File: src/pkg/acqtrg_pkg.sv
/*
  Shared constants for the acquisition trigger and scan timing block.
  Assumes a single pclk domain and an APB slave with 32-bit data.
*/
package acqtrg_pkg;
  // ---------------------------------------------------------------
  // Register byte offsets
  // ---------------------------------------------------------------
  localparam logic [7:0] OFS_CTRL    = 8'h00;
  localparam logic [7:0] OFS_SRC     = 8'h04;
  localparam logic [7:0] OFS_BUFSZ   = 8'h08;
  localparam logic [7:0] OFS_PRE     = 8'h0c;
  localparam logic [7:0] OFS_DIV     = 8'h10;
  localparam logic [7:0] OFS_DELAY   = 8'h14;
  localparam logic [7:0] OFS_NCONV   = 8'h18;
  localparam logic [7:0] OFS_STATUS  = 8'h1c;
  localparam logic [7:0] OFS_WPTR    = 8'h20;
  localparam logic [7:0] OFS_POST    = 8'h24;
  // ---------------------------------------------------------------
  // CTRL fields
  // ---------------------------------------------------------------
  localparam int CTRL_GO       = 0;
  localparam int CTRL_STOP     = 1;
  localparam int CTRL_USE_STOP = 2;
  localparam int CTRL_STOP_OE  = 3;
  localparam int CTRL_SCAN_OE  = 4;
  localparam int CTRL_LEVEL    = 5;
  localparam int CTRL_STOP_FALL = 6;
  localparam int CTRL_SCAN_FALL = 7;
  localparam int CTRL_BASE_FALL = 8;
  localparam int CTRL_HOLD_LOW  = 9;
  localparam int CTRL_SCAN_EXT  = 10;
  localparam int CTRL_BASE_EXT  = 11;
  localparam int CTRL_BASE_SLOW = 12;
  // ---------------------------------------------------------------
  // SRC fields: source select, 4 bits each
  // ---------------------------------------------------------------
  localparam int SRC_STOP_LSB = 0;
  localparam int SRC_HOLD_LSB = 4;
  localparam int SRC_SCAN_LSB = 8;
  localparam int SRC_BASE_LSB = 12;
  localparam int SRC_W        = 4;
  // 0..7 io lines, 8..14 sync bus 0..6, 15 internal/analog
  localparam logic [3:0] SEL_SYNC0  = 4'h8;
  localparam logic [3:0] SEL_ANALOG = 4'hf;
  // ---------------------------------------------------------------
  // Reset values and counts
  // ---------------------------------------------------------------
  localparam logic [31:0] RST_CTRL  = 32'h0000_0000;
  localparam logic [31:0] RST_SRC   = 32'h0000_0000;
  localparam logic [15:0] RST_DELAY = 16'h0002;
  localparam logic [15:0] RST_DIV   = 16'h0004;
  localparam logic [7:0]  RST_NCONV = 8'h01;
  localparam int          IO_LINES  = 8;
  localparam int          SYNC_LINES = 7;
  localparam int          PULSE_CYCLES = 1;
endpackage : acqtrg_pkg

File: src/logic/acqtrg_core.sv
/*
  Stop trigger, hold gate and scan clock timing with APB registers.
  Assumes inputs synchronous to pclk are still run through two flops,
  and the sample store lives outside: this block gives its write index.
*/
// Function
// - Post count equals buffer size minus pretrigger
// - Watch stop trigger after pretrigger samples taken
// - Ignore stop trigger before pretrigger reached
// - Full buffer wraps, overwriting oldest sample
// - Store exactly post count, then end
// - Stop source selectable, edge selectable
// - Analog stop source uses first rising edge
// - Stop pin outputs high pulse copy
// - Stop pin input after reset
// - Hold gate level sensitive, polarity, never output
// - Analog hold halts internal scan clock
// - Each scan clock samples every channel once
// - Scan clock internal/external, edge selectable
// - Default scan clock divides timebase; else routed
// - Pulse mode: one pin pulse per scan
// - Level mode: high from begin to last conversion
// - Scan pin input after reset
// - Divider started by begin, stopped at end
// - Begin to first scan delay, default two ticks
// - Timebase fast/slow internal or io line, no output
// - Timebase active edge selectable
// - Ignore clocks before begin trigger
// - Ignore scan clocks until conversions done
module acqtrg_core #(
  parameter int ADDR_W = 16
) (
  input  wire logic                              pclk,
  input  wire logic                              presetn,
  input  wire logic                              psel,
  input  wire logic                              penable,
  input  wire logic                              pwrite,
  input  wire logic [7:0]                        paddr,
  input  wire logic [31:0]                       pwdata,
  output logic      [31:0]                       prdata,
  output logic                                   pready,
  output logic                                   pslverr,
  input  wire logic [acqtrg_pkg::IO_LINES-1:0]   programmable_io_line,
  input  wire logic [acqtrg_pkg::SYNC_LINES-1:0] sync_bus_line,
  input  wire logic                              analog_compare,
  input  wire logic                              fast_internal_timebase,
  input  wire logic                              slow_internal_timebase,
  input  wire logic                              acq_begin_trigger,
  input  wire logic                              conversion_clock,
  input  wire logic                              stop_trigger_pin_in,
  output logic                                   stop_trigger_pin_out,
  output logic                                   stop_trigger_pin_oe,
  input  wire logic                              scan_clock_pin_in,
  output logic                                   scan_clock_pin_out,
  output logic                                   scan_clock_pin_oe,
  output logic                                   scan_clock,
  output logic                                   sample_write,
  output logic      [ADDR_W-1:0]                 sample_addr,
  output logic                                   acq_running,
  output logic                                   acq_done
);
  import acqtrg_pkg::*;

  typedef enum logic [2:0] {S_IDLE, S_DELAY, S_PRE, S_WAIT, S_POST} acqtrg_state_t;

  typedef struct packed {
    logic [31:0]         ctrl;
    logic [15:0]         src;
    logic [ADDR_W-1:0]   bufsz;
    logic [ADDR_W-1:0]   pre;
    logic [15:0]         div;
    logic [15:0]         delay;
    logic [7:0]          nconv;
    logic [31:0]         rdata;
    logic                rdy;
    logic                err;
    logic [1:0]          io_s1;
    logic [1:0]          io_s2;
    logic [1:0]          io_s3;
    logic [3:0]          s1;
    logic [3:0]          s2;
    logic [3:0]          s3;
    acqtrg_state_t       st;
    logic [15:0]         cnt;
    logic [ADDR_W-1:0]   nsamp;
    logic [ADDR_W-1:0]   post;
    logic [ADDR_W-1:0]   wptr;
    logic                full;
    logic [7:0]          conv;
    logic                busy;
    logic                done;
    logic                stop_out;
    logic                scan_out;
    logic                scan;
    logic                wr;
  } acqtrg_regs_t;

  acqtrg_regs_t q, d;

  function automatic logic pick(input logic [3:0] sel, input logic [7:0] io,
                                input logic [6:0] sb, input logic an);
    if (sel == SEL_ANALOG) begin
      return an;
    end else if (sel >= SEL_SYNC0) begin
      return sb[3'(sel - SEL_SYNC0)];
    end else begin
      return io[sel[2:0]];
    end
  endfunction

  function automatic logic edge_of(input logic now, input logic prev, input logic fall);
    return fall ? (prev & ~now) : (now & ~prev);
  endfunction

  logic       raw_stop, raw_hold, raw_scan, raw_base;
  logic       stop_lvl, hold_lvl, scan_lvl, base_lvl;
  logic       stop_ev, base_tick, ext_scan, held, scan_take, conv_ev, begin_ev;
  logic [7:0] io_all;

  always_comb begin
    io_all   = programmable_io_line;
    io_all[1] = stop_trigger_pin_oe ? 1'b0 : stop_trigger_pin_in;
    io_all[7] = scan_clock_pin_oe ? 1'b0 : scan_clock_pin_in;
    raw_stop = pick(q.src[SRC_STOP_LSB +: SRC_W], io_all, sync_bus_line, analog_compare);
    raw_hold = pick(q.src[SRC_HOLD_LSB +: SRC_W], io_all, sync_bus_line, analog_compare);
    raw_scan = pick(q.src[SRC_SCAN_LSB +: SRC_W], io_all, sync_bus_line, analog_compare);
    raw_base = q.ctrl[CTRL_BASE_EXT] ? pick(q.src[SRC_BASE_LSB +: SRC_W], io_all, sync_bus_line, 1'b0)
             : (q.ctrl[CTRL_BASE_SLOW] ? slow_internal_timebase : fast_internal_timebase);
    // First stage only feeds the second; detection looks at stages 2 and 3
    stop_lvl = q.s2[0];
    hold_lvl = q.s2[1];
    scan_lvl = q.s2[2];
    base_lvl = q.s2[3];
    // Analog stop source always takes the rising edge
    stop_ev  = edge_of(stop_lvl, q.s3[0],
                       (q.src[SRC_STOP_LSB +: SRC_W] == SEL_ANALOG) ? 1'b0 : q.ctrl[CTRL_STOP_FALL]);
    base_tick = edge_of(base_lvl, q.s3[3], q.ctrl[CTRL_BASE_FALL]);
    ext_scan  = edge_of(scan_lvl, q.s3[2], q.ctrl[CTRL_SCAN_FALL]);
    held      = hold_lvl ^ q.ctrl[CTRL_HOLD_LOW];
    // Rising edge from stages 2 and 3; stage 1 may still be settling
    begin_ev  = q.io_s2[0] & ~q.io_s3[0];
    conv_ev   = q.io_s2[1] & ~q.io_s3[1];
  end

  always_comb begin
    d = q;
    d.rdy     = 1'b0;
    d.err     = 1'b0;
    d.wr      = 1'b0;
    d.scan    = 1'b0;
    d.stop_out = 1'b0;
    d.ctrl[CTRL_GO]   = 1'b0;
    d.ctrl[CTRL_STOP] = 1'b0;
    scan_take = 1'b0;
    // ---------------------------------------------------------------
    // Input synchronisers
    // ---------------------------------------------------------------
    d.s1 = {raw_base, raw_scan, raw_hold, raw_stop};
    d.s2 = q.s1;
    d.s3 = q.s2;
    d.io_s1 = {conversion_clock, acq_begin_trigger};
    d.io_s2 = q.io_s1;
    d.io_s3 = q.io_s2;
    // ---------------------------------------------------------------
    // APB slave, one wait state
    // ---------------------------------------------------------------
    if (psel && penable && !q.rdy) begin
      d.rdy = 1'b1;
      if (pwrite) begin
        if (paddr == OFS_CTRL) begin
          d.ctrl = pwdata;
        end else if (paddr == OFS_SRC) begin
          d.src = pwdata[15:0];
        end else if (paddr == OFS_BUFSZ) begin
          d.bufsz = pwdata[ADDR_W-1:0];
        end else if (paddr == OFS_PRE) begin
          d.pre = pwdata[ADDR_W-1:0];
        end else if (paddr == OFS_DIV) begin
          d.div = pwdata[15:0];
        end else if (paddr == OFS_DELAY) begin
          d.delay = pwdata[15:0];
        end else if (paddr == OFS_NCONV) begin
          d.nconv = pwdata[7:0];
        end else if (paddr != OFS_STATUS && paddr != OFS_WPTR && paddr != OFS_POST) begin
          d.err = 1'b1;
        end
      end else begin
        d.rdata = 32'h0000_0000;
        if (paddr == OFS_CTRL) begin
          d.rdata = q.ctrl;
        end else if (paddr == OFS_SRC) begin
          d.rdata[15:0] = q.src;
        end else if (paddr == OFS_BUFSZ) begin
          d.rdata[ADDR_W-1:0] = q.bufsz;
        end else if (paddr == OFS_PRE) begin
          d.rdata[ADDR_W-1:0] = q.pre;
        end else if (paddr == OFS_DIV) begin
          d.rdata[15:0] = q.div;
        end else if (paddr == OFS_DELAY) begin
          d.rdata[15:0] = q.delay;
        end else if (paddr == OFS_NCONV) begin
          d.rdata[7:0] = q.nconv;
        end else if (paddr == OFS_STATUS) begin
          d.rdata[5:0] = {q.full, q.done, q.busy, q.st};
        end else if (paddr == OFS_WPTR) begin
          d.rdata[ADDR_W-1:0] = q.wptr;
        end else if (paddr == OFS_POST) begin
          d.rdata[ADDR_W-1:0] = q.post;
        end else begin
          d.err = 1'b1;
        end
      end
    end
    // ---------------------------------------------------------------
    // Conversion counting gates the next scan clock
    // ---------------------------------------------------------------
    if (q.conv != 8'h00 && conv_ev) begin
      d.conv = q.conv - 8'h01;
      if (q.conv == 8'h01) begin
        d.scan_out = 1'b0;
      end
    end
    // ---------------------------------------------------------------
    // Sequencer
    // ---------------------------------------------------------------
    case (q.st)
      S_IDLE: begin
        d.cnt = q.delay;
        if (q.ctrl[CTRL_GO] || begin_ev) begin
          d.st    = S_DELAY;
          d.busy  = 1'b1;
          d.done  = 1'b0;
          d.full  = 1'b0;
          d.wptr  = '0;
          d.nsamp = '0;
          d.conv  = 8'h00;
          d.post  = q.bufsz - q.pre;
          if (q.ctrl[CTRL_LEVEL]) begin
            d.scan_out = 1'b1;
          end
        end
      end
      S_DELAY: begin
        // Delay counts timebase ticks only for the internal source
        if (q.ctrl[CTRL_SCAN_EXT]) begin
          d.st = q.ctrl[CTRL_USE_STOP] ? S_PRE : S_POST;
        end else if (base_tick) begin
          if (q.cnt <= 16'h0001) begin
            d.cnt = 16'h0000;
            d.st  = q.ctrl[CTRL_USE_STOP] ? S_PRE : S_POST;
          end else begin
            d.cnt = q.cnt - 16'h0001;
          end
        end
      end
      default: begin
        if (!q.ctrl[CTRL_SCAN_EXT]) begin
          if (base_tick && !held) begin
            if (q.cnt == 16'h0000) begin
              d.cnt = (q.div == 16'h0000) ? 16'h0000 : q.div - 16'h0001;
              scan_take = (q.conv == 8'h00);
            end else begin
              d.cnt = q.cnt - 16'h0001;
            end
          end
        end else begin
          scan_take = ext_scan && !held && (q.conv == 8'h00);
        end
        if (q.st == S_WAIT && stop_ev) begin
          d.st    = S_POST;
          d.nsamp = '0;
          d.stop_out = 1'b1;
        end
      end
    endcase
    if (scan_take) begin
      d.scan  = 1'b1;
      d.wr    = 1'b1;
      d.conv  = q.nconv;
      d.wptr  = (q.wptr + 1'b1 == q.bufsz) ? '0 : ADDR_W'(q.wptr + 1'b1);
      d.full  = q.full | (q.wptr + 1'b1 == q.bufsz);
      // Sample taken with the stop edge still counts as pretrigger
      d.nsamp = (q.st == S_WAIT && stop_ev) ? '0 : ADDR_W'(q.nsamp + 1'b1);
      if (q.ctrl[CTRL_LEVEL]) begin
        d.scan_out = 1'b1;
      end
      if (q.st == S_PRE && q.nsamp + 1'b1 >= q.pre) begin
        d.st = S_WAIT;
      end
      if (q.st == S_POST && q.ctrl[CTRL_USE_STOP] && q.nsamp + 1'b1 == q.post) begin
        d.st = S_IDLE;
        d.busy = 1'b0;
        d.done = 1'b1;
      end
      if (q.st == S_POST && !q.ctrl[CTRL_USE_STOP] && q.nsamp + 1'b1 == q.bufsz) begin
        d.st = S_IDLE;
        d.busy = 1'b0;
        d.done = 1'b1;
      end
    end
    if (q.ctrl[CTRL_STOP]) begin
      d.st   = S_IDLE;
      d.busy = 1'b0;
    end
    if (!q.ctrl[CTRL_LEVEL]) begin
      d.scan_out = d.scan;
    end
  end

  always_ff @(posedge pclk or negedge presetn) begin
    if (!presetn) begin
      q       <= '0;
      q.ctrl  <= RST_CTRL;
      q.src   <= RST_SRC[15:0];
      q.div   <= RST_DIV;
      q.delay <= RST_DELAY;
      q.nconv <= RST_NCONV;
      q.st    <= S_IDLE;
    end else begin
      q <= d;
    end
  end

  assign prdata  = q.rdata;
  assign pready  = q.rdy;
  assign pslverr = q.err;
  // Hold gate has no output path by construction
  assign stop_trigger_pin_out = q.stop_out;
  assign stop_trigger_pin_oe  = q.ctrl[CTRL_STOP_OE];
  assign scan_clock_pin_out   = q.scan_out;
  assign scan_clock_pin_oe    = q.ctrl[CTRL_SCAN_OE];
  assign scan_clock           = q.scan;
  assign sample_write         = q.wr;
  assign sample_addr          = q.wptr;
  assign acq_running          = q.busy;
  assign acq_done             = q.done;
endmodule : acqtrg_core

File: config.mk
export PLATFORM = sky130hd
export DESIGN_NAME = acqtrg_core
export DESIGN_NICKNAME = d
export VERILOG_FILES = /design/src/pkg/acqtrg_pkg.sv /design/src/logic/acqtrg_core.sv
export SDC_FILE = /design/constraint.sdc
export NUM_CORES = 1
export LEC_CHECK = 0
export BUFFER_PORTS_ARGS = -buffer_cell sky130_fd_sc_hd__buf_2
export CAP_MARGIN = 0
export CORE_MARGIN = 8
export CORE_UTILIZATION = 60
export CTS_CLUSTER_SIZE = 24
export DETAILED_ROUTE_END_ITERATION = 8
export HOLD_SLACK_MARGIN = 0.12
export PLACE_DENSITY = 0.8
export SLEW_MARGIN = 15
export SYNTH_ARGS = -nofsm -noshare
export SYNTH_HDL_FRONTEND = slang
export SYNTH_SLANG_ARGS = --single-unit
File: constraint.sdc
create_clock -name pclk -period 3.65 [get_ports pclk]
set_input_delay 0.1825 -clock pclk [delete_from_list [all_inputs] [get_ports pclk]]
set_output_delay 0.1825 -clock pclk [all_outputs]
set_load 0.1 [all_outputs]
==> results.json, run 1 <==
{
  "timing.final.crit_share_pct": 91.4,
  "ctsResizeCount": 0,
  "ys.flop_type": "dfrtp_1",
  "ys_warn_count": 0,
  "hold_viol_final": 0,
  "drive_gt1_share_pct": 21.9,
  "fin_area_um2": 17300,
  "period_needed_ns": 3.34,
  "synthAdderAreaFrac_pct": 3.21,
  "synth_top_area_cell": "dfrtp_1",
  "core.rowCount": 58,
  "antenna_left": 0,
  "post_dp_cell_area_um2": 16000,
  "drtPass1Iterations": 6,
  "cp-end-kind": "flop",
  "power.total_mw": 7.94,
  "n_antenna_cell": 0,
  "synth-seq-cells": 252,
  "cp_top_family": "compound AO/OA/AOI/OAI gates",
  "finClkSkew_ns": 0.0132,
  "wire_per_inst_um": 23.1,
  "fin_ws_ns": 0.314,
  "syn-num-nets": 1704,
  "portBuffers": 122,
  "yosysSeqAreaShare_pct": 40.9,
  "grt_pass1_wl_mm": 73.5,
  "synth_cell_types": 78,
  "cts_tree": "yes",
  "crit_path_start_kind": "flop",
  "syn-instance-count": 1598,
  "r2r_slack_ns": 0.31,
  "clock_path_buffers": 3,
  "most-common-layout-cells": "249 x dfrtp_1, 160 x nand2_1, 121 x buf_2",
  "final_common_cell": "dfrtp_1",
  "cts_buffers": 27,
  "critPathMaxStageDelay_ns": 0.43,
  "num_vias": 13200,
  "via_per_inst": 6.50,
  "cts.sinks": 252,
  "synth_top_family_by_area": "simple AND/OR/NAND/NOR gates",
  "first_iter_violations": 1566,
  "core_area_um2": 25300,
  "grt_overflow": 0,
  "cts_root_buf": "clkbuf_16",
  "p_leak_nw": 7.99,
  "syn_area_per_cell_um2": 9.66,
  "cp_slowest_cell": "dfrtp_1",
  "relSlewSlack_pct": 22.0,
  "htree_levels": 1,
  "synth_compound_area_share_pct": 15.3,
  "routed_wl_mm": 47.1,
  "hold_buffers": 39,
  "ir_worst_vdd_v": 0.000618,
  "io_pins": 125,
  "status": "finished, final reports clean",
  "worstPathCellList": "ha_1 > nand3_1 > nor3_1 > xnor2_1 > inv_1 > ha_1 > a21o_1 > a21o_1 > a21oi_1 > nor2_1 > a211oi_1 > o21ai_0 > a31oi_1 > nor2_1",
  "p_per_area_nw_per_um2": 458,
  "clkTransAtPathRegs_ns": 0.07,
  "grt_max_degree": 89,
  "num-nets-final": 1793,
  "required_ns": 4.07,
  "area_growth_pct": 12.4,
  "async_reset_ff_share_pct": 100,
  "cts_setup_buffers": 0,
  "grt_pass1_vias": 12900,
  "worst-path-max-fanout": 8,
  "final_util_pct": 68.7,
  "hold-worst-slack_ns": 0.160,
  "dp_hpwl_mm": 33.7,
  "hold_path_class": "in -> reg",
  "synthTopCellsByArea": "dfrtp_1 40%, mux2_2 8.3%, nand2_1 3.9%",
  "synth.area.mux_share_pct": 12.4,
  "synth-edff-count": 0,
  "fill_cells": 1897,
  "synthesis.area_um2": 15400,
  "worst-path-buf-inv": 1,
  "rsz0062_at_grt": "false",
  "die-width_um": 176,
  "die_area_um2": 31100,
  "setup_tns_ns": 0,
  "initial_core_util_pct": 61.1,
  "final_cells": 2037,
  "drc": 0,
  "grt_usage_pct": 29.9,
  "critPathKind": "reg -> reg",
  "slew_violations": 0,
  "gp_congestion": 1.02,
  "antenna_found_initial": 1,
  "die_h_um": 176,
  "synth_top_area_share_pct": 40.4,
  "synthSimpleGateAreaFrac_pct": 16.4,
  "synth_xor_area_share_pct": 5.60,
  "cp_data_arrival_time_ns": 3.76,
  "placed_cells": 1949,
  "post-place-ws_ns": 0.404,
  "clk_latency_ns": 0.54,
  "setup_viol": 0,
  "fmax_mhz": 300,
  "worst_pin_slew_ns": 1.16,
  "cap_violations": 0
}
==> sequential cells by signal, summed over array words and instances (netlist names) <==
signal                flops
q                       183
prdata                   32
sample_addr              16
d                        11
acq_done                  1
acq_running               1
base_lvl                  1
pready                    1
pslverr                   1
scan_clock                1
scan_clock_pin_oe         1
scan_clock_pin_out        1
stop_trigger_pin_oe       1
stop_trigger_pin_out      1
==> cell type report <==
class | instances | area (um^2) | share of cell area, %
timing repair buffer | 199 | 1310 | 7.55
inverter | 61 | 229 | 1.32
clock inverter | 12 | 144 | 0.830
clock buffer | 37 | 763 | 4.40
sequential | 252 | 6310 | 36.4
tap | 330 | 413 | 2.38
multi-input combinational | 1146 | 8180 | 47.1
==> synth_stat cells (10+ instances only) <==
library cell  instances
nor4_1               16
ha_1                 38
a211oi_1             19
xnor2_1              50
clkbuf_1             59
buf_4                49
a21o_1               13
a31oi_1              10
xor2_1               46
o22ai_1              18
nor2b_1              15
dfrtp_1             249
mux2i_1              20
nor2_1               99
nand4_1              17
o21ai_0             114
mux2_2              114
a21oi_1              62
nand2b_1             29
inv_1                60
a22o_1               10
a222oi_1             12
nand3_1              49
o31ai_1              18
o221ai_1             16
nand2_1             160
nor3_1               43
buf_2                24
mux4_2               19
==> worst register-to-register path: stages, from the launching register on <==
cell and delay (ns):
dfrtp_1 0.43, ha_1 0.28, nand3_1 0.35, nor3_1 0.38
xnor2_1 0.27, inv_1 0.09, ha_1 0.19, a21o_1 0.17
a21o_1 0.16, a21oi_1 0.17, nor2_1 0.06, a211oi_1 0.21
o21ai_0 0.20, a31oi_1 0.21, nor2_1 0.05
==> power breakdown <==
group          internal [mW]  total (mW)  switching [mW]  leakage, nW
Sequential              3.02        3.38           0.364         3.40
Combinational          0.698        1.75            1.05         4.14
Clock                   1.67        2.80            1.13        0.445
==> cell families after synthesis <==
logic type | Yosys count
simple gates | 498
compound gates | 359
flops | 252
buf+inv | 200
mux | 153
xor+xnor | 97
fa+ha+maj | 39
==> metal layers <==
metal	global-route usage [%]	wire length [um]
met5	0	12
met4	13.0	2140
met3	6.11	4210
met2	47.5	21900
met1	39.3	18900
==> path summary, 6_finish.rpt <==
kind | to | cells after the start | start
max reg2reg | q[79] | 14 | q[48]
max | q[79] | 14 | q[48]
max in group asynchronous | sample_addr[0] | 3 | presetn
min | prdata[7] | 3 | pwrite
min reg2reg | base_lvl | 0 | d[89]
min in group asynchronous | q[49] | 2 | presetn
Power figures use the tool's default switching activity.
==> inputs of run 2 (changes only) <==
==> constraint.sdc (replaced) <==
create_clock -name pclk -period 3.65 [get_ports pclk]
set_input_delay 0.365 -clock pclk [delete_from_list [all_inputs] [get_ports pclk]]
set_output_delay 0.365 -clock pclk [all_outputs]
set_load 0.1 [all_outputs]
==> results.json, run 2 (synthesis gave the netlist of run 1 again) <==
{
  "relSlewSlack_pct": 17.1,
  "final_util_pct": 68.6,
  "first_iter_violations": 1817,
  "period_needed_ns": 3.35,
  "hold_buffers": 21,
  "post_dp_cell_area_um2": 16100,
  "worst-path-max-fanout": 8,
  "cap_violations": 0,
  "grt_usage_pct": 30.2,
  "grt_max_degree": 118,
  "timing.final.crit_share_pct": 91.9,
  "rsz0062_at_grt": "false",
  "n_antenna_cell": 0,
  "drive_gt1_share_pct": 22.8,
  "ctsResizeCount": 0,
  "critPathKind": "reg -> reg",
  "finClkSkew_ns": 0.0213,
  "area_growth_pct": 12.3,
  "grt_pass1_vias": 13300,
  "r2r_slack_ns": 0.30,
  "status": "finished, final reports clean",
  "wire_per_inst_um": 23.6,
  "die-width_um": 176,
  "routed_wl_mm": 47.9,
  "io_pins": 125,
  "final_common_cell": "dfrtp_1",
  "cts_root_buf": "clkbuf_16",
  "clock_path_buffers": 3,
  "cts_buffers": 29,
  "cp_data_arrival_time_ns": 3.78,
  "gp_congestion": 0.990,
  "cts_setup_buffers": 0,
  "clkTransAtPathRegs_ns": 0.07,
  "dp_hpwl_mm": 34.2,
  "portBuffers": 122,
  "via_per_inst": 6.60,
  "setup_viol": 0,
  "cts_tree": "yes",
  "drc": 0,
  "drtPass1Iterations": 5,
  "fin_area_um2": 17300,
  "fill_cells": 1852,
  "p_per_area_nw_per_um2": 471,
  "grt_overflow": 0,
  "grt_pass1_wl_mm": 74.8,
  "most-common-layout-cells": "249 x dfrtp_1, 160 x nand2_1, 121 x buf_2",
  "htree_levels": 1,
  "required_ns": 4.08,
  "antenna_left": 0,
  "p_leak_nw": 7.99,
  "die_h_um": 176,
  "die_area_um2": 31100,
  "hold_path_class": "in -> reg",
  "crit_path_start_kind": "flop",
  "ir_worst_vdd_v": 0.000503,
  "cts.sinks": 252,
  "num-nets-final": 1785,
  "fmax_mhz": 298,
  "hold_viol_final": 0,
  "regMostFlops": "q",
  "core.rowCount": 58,
  "largest_register_ffs": 183,
  "core_area_um2": 25300,
  "initial_core_util_pct": 61.1,
  "worst_pin_slew_ns": 1.24,
  "setup_tns_ns": 0,
  "slew_violations": 0,
  "power.total_mw": 8.15,
  "antenna_found_initial": 0,
  "cp-end-kind": "flop",
  "num_vias": 13400,
  "clk_latency_ns": 0.56
}
[run 2: through the flow]
stage               hold WS (ns)  cells  setup WS [ns]
floorplan                 0.0694   1598          0.889
global placement           0.334   1957          0.461
detailed placement         0.336   1957          0.408
CTS                        0.146   2031          0.407
global route               0.155   2031          0.175
finish                     0.155   2031          0.296
[run 2: area by class of cell]
cell class / instances / area [um^2] / share of cell area, %
clock buffer: 38 / 820 / 4.73
clock inverter: 15 / 175 / 1.01
inverter: 61 / 229 / 1.32
timing repair buffer: 189 / 1200 / 6.93
tap: 330 / 413 / 2.38
multi-input combinational: 1146 / 8180 / 47.2
sequential: 252 / 6310 / 36.4
[run 2: report_power, final]
group          internal, mW  switching [mW]  total [mW]
clock                  1.80            1.23        3.02
combinational         0.689            1.05        1.74
sequential             3.02           0.369        3.39
[run 2: path summary, 6_finish.rpt]
| check | startpoint | end | cells after the start |
|---|---|---|---|
| setup reg to reg | q[63] | acq_running | 11 |
| min in group asynchronous | presetn | q[49] | 2 |
| max in group asynchronous | presetn | q[160] | 3 |
| hold / removal | fast_internal_timebase | d[89] | 3 |
| hold reg to reg | d[96] | d[94] | 0 |
| setup / recovery | q[63] | acq_running | 11 |
[run 2: worst max-delay path, cell delays in order (launching register included)]
cell and delay (ns):
dfrtp_1 0.44, inv_1 0.09, ha_1 0.32, nor4b_1 0.27, nand4_1 0.20, o31ai_1 0.40
nand4_1 0.17, or4_1 0.53, or4_1 0.53, o31ai_1 0.08, buf_4 0.17, nor3_1 0.05
[run 2: layer usage]
| layer | global-route usage [%] | vias up | part of all wire [%] |
|---|---|---|---|
| met4 | 13.3 | 0 | 4.8 |
| met2 | 49.0 | 812 | 47 |
| met5 | 0 | - | 0 |
| li1 | - | 5900 | - |
| met3 | 5.38 | 164 | 9.3 |
| met1 | 39.4 | 6525 | 39 |
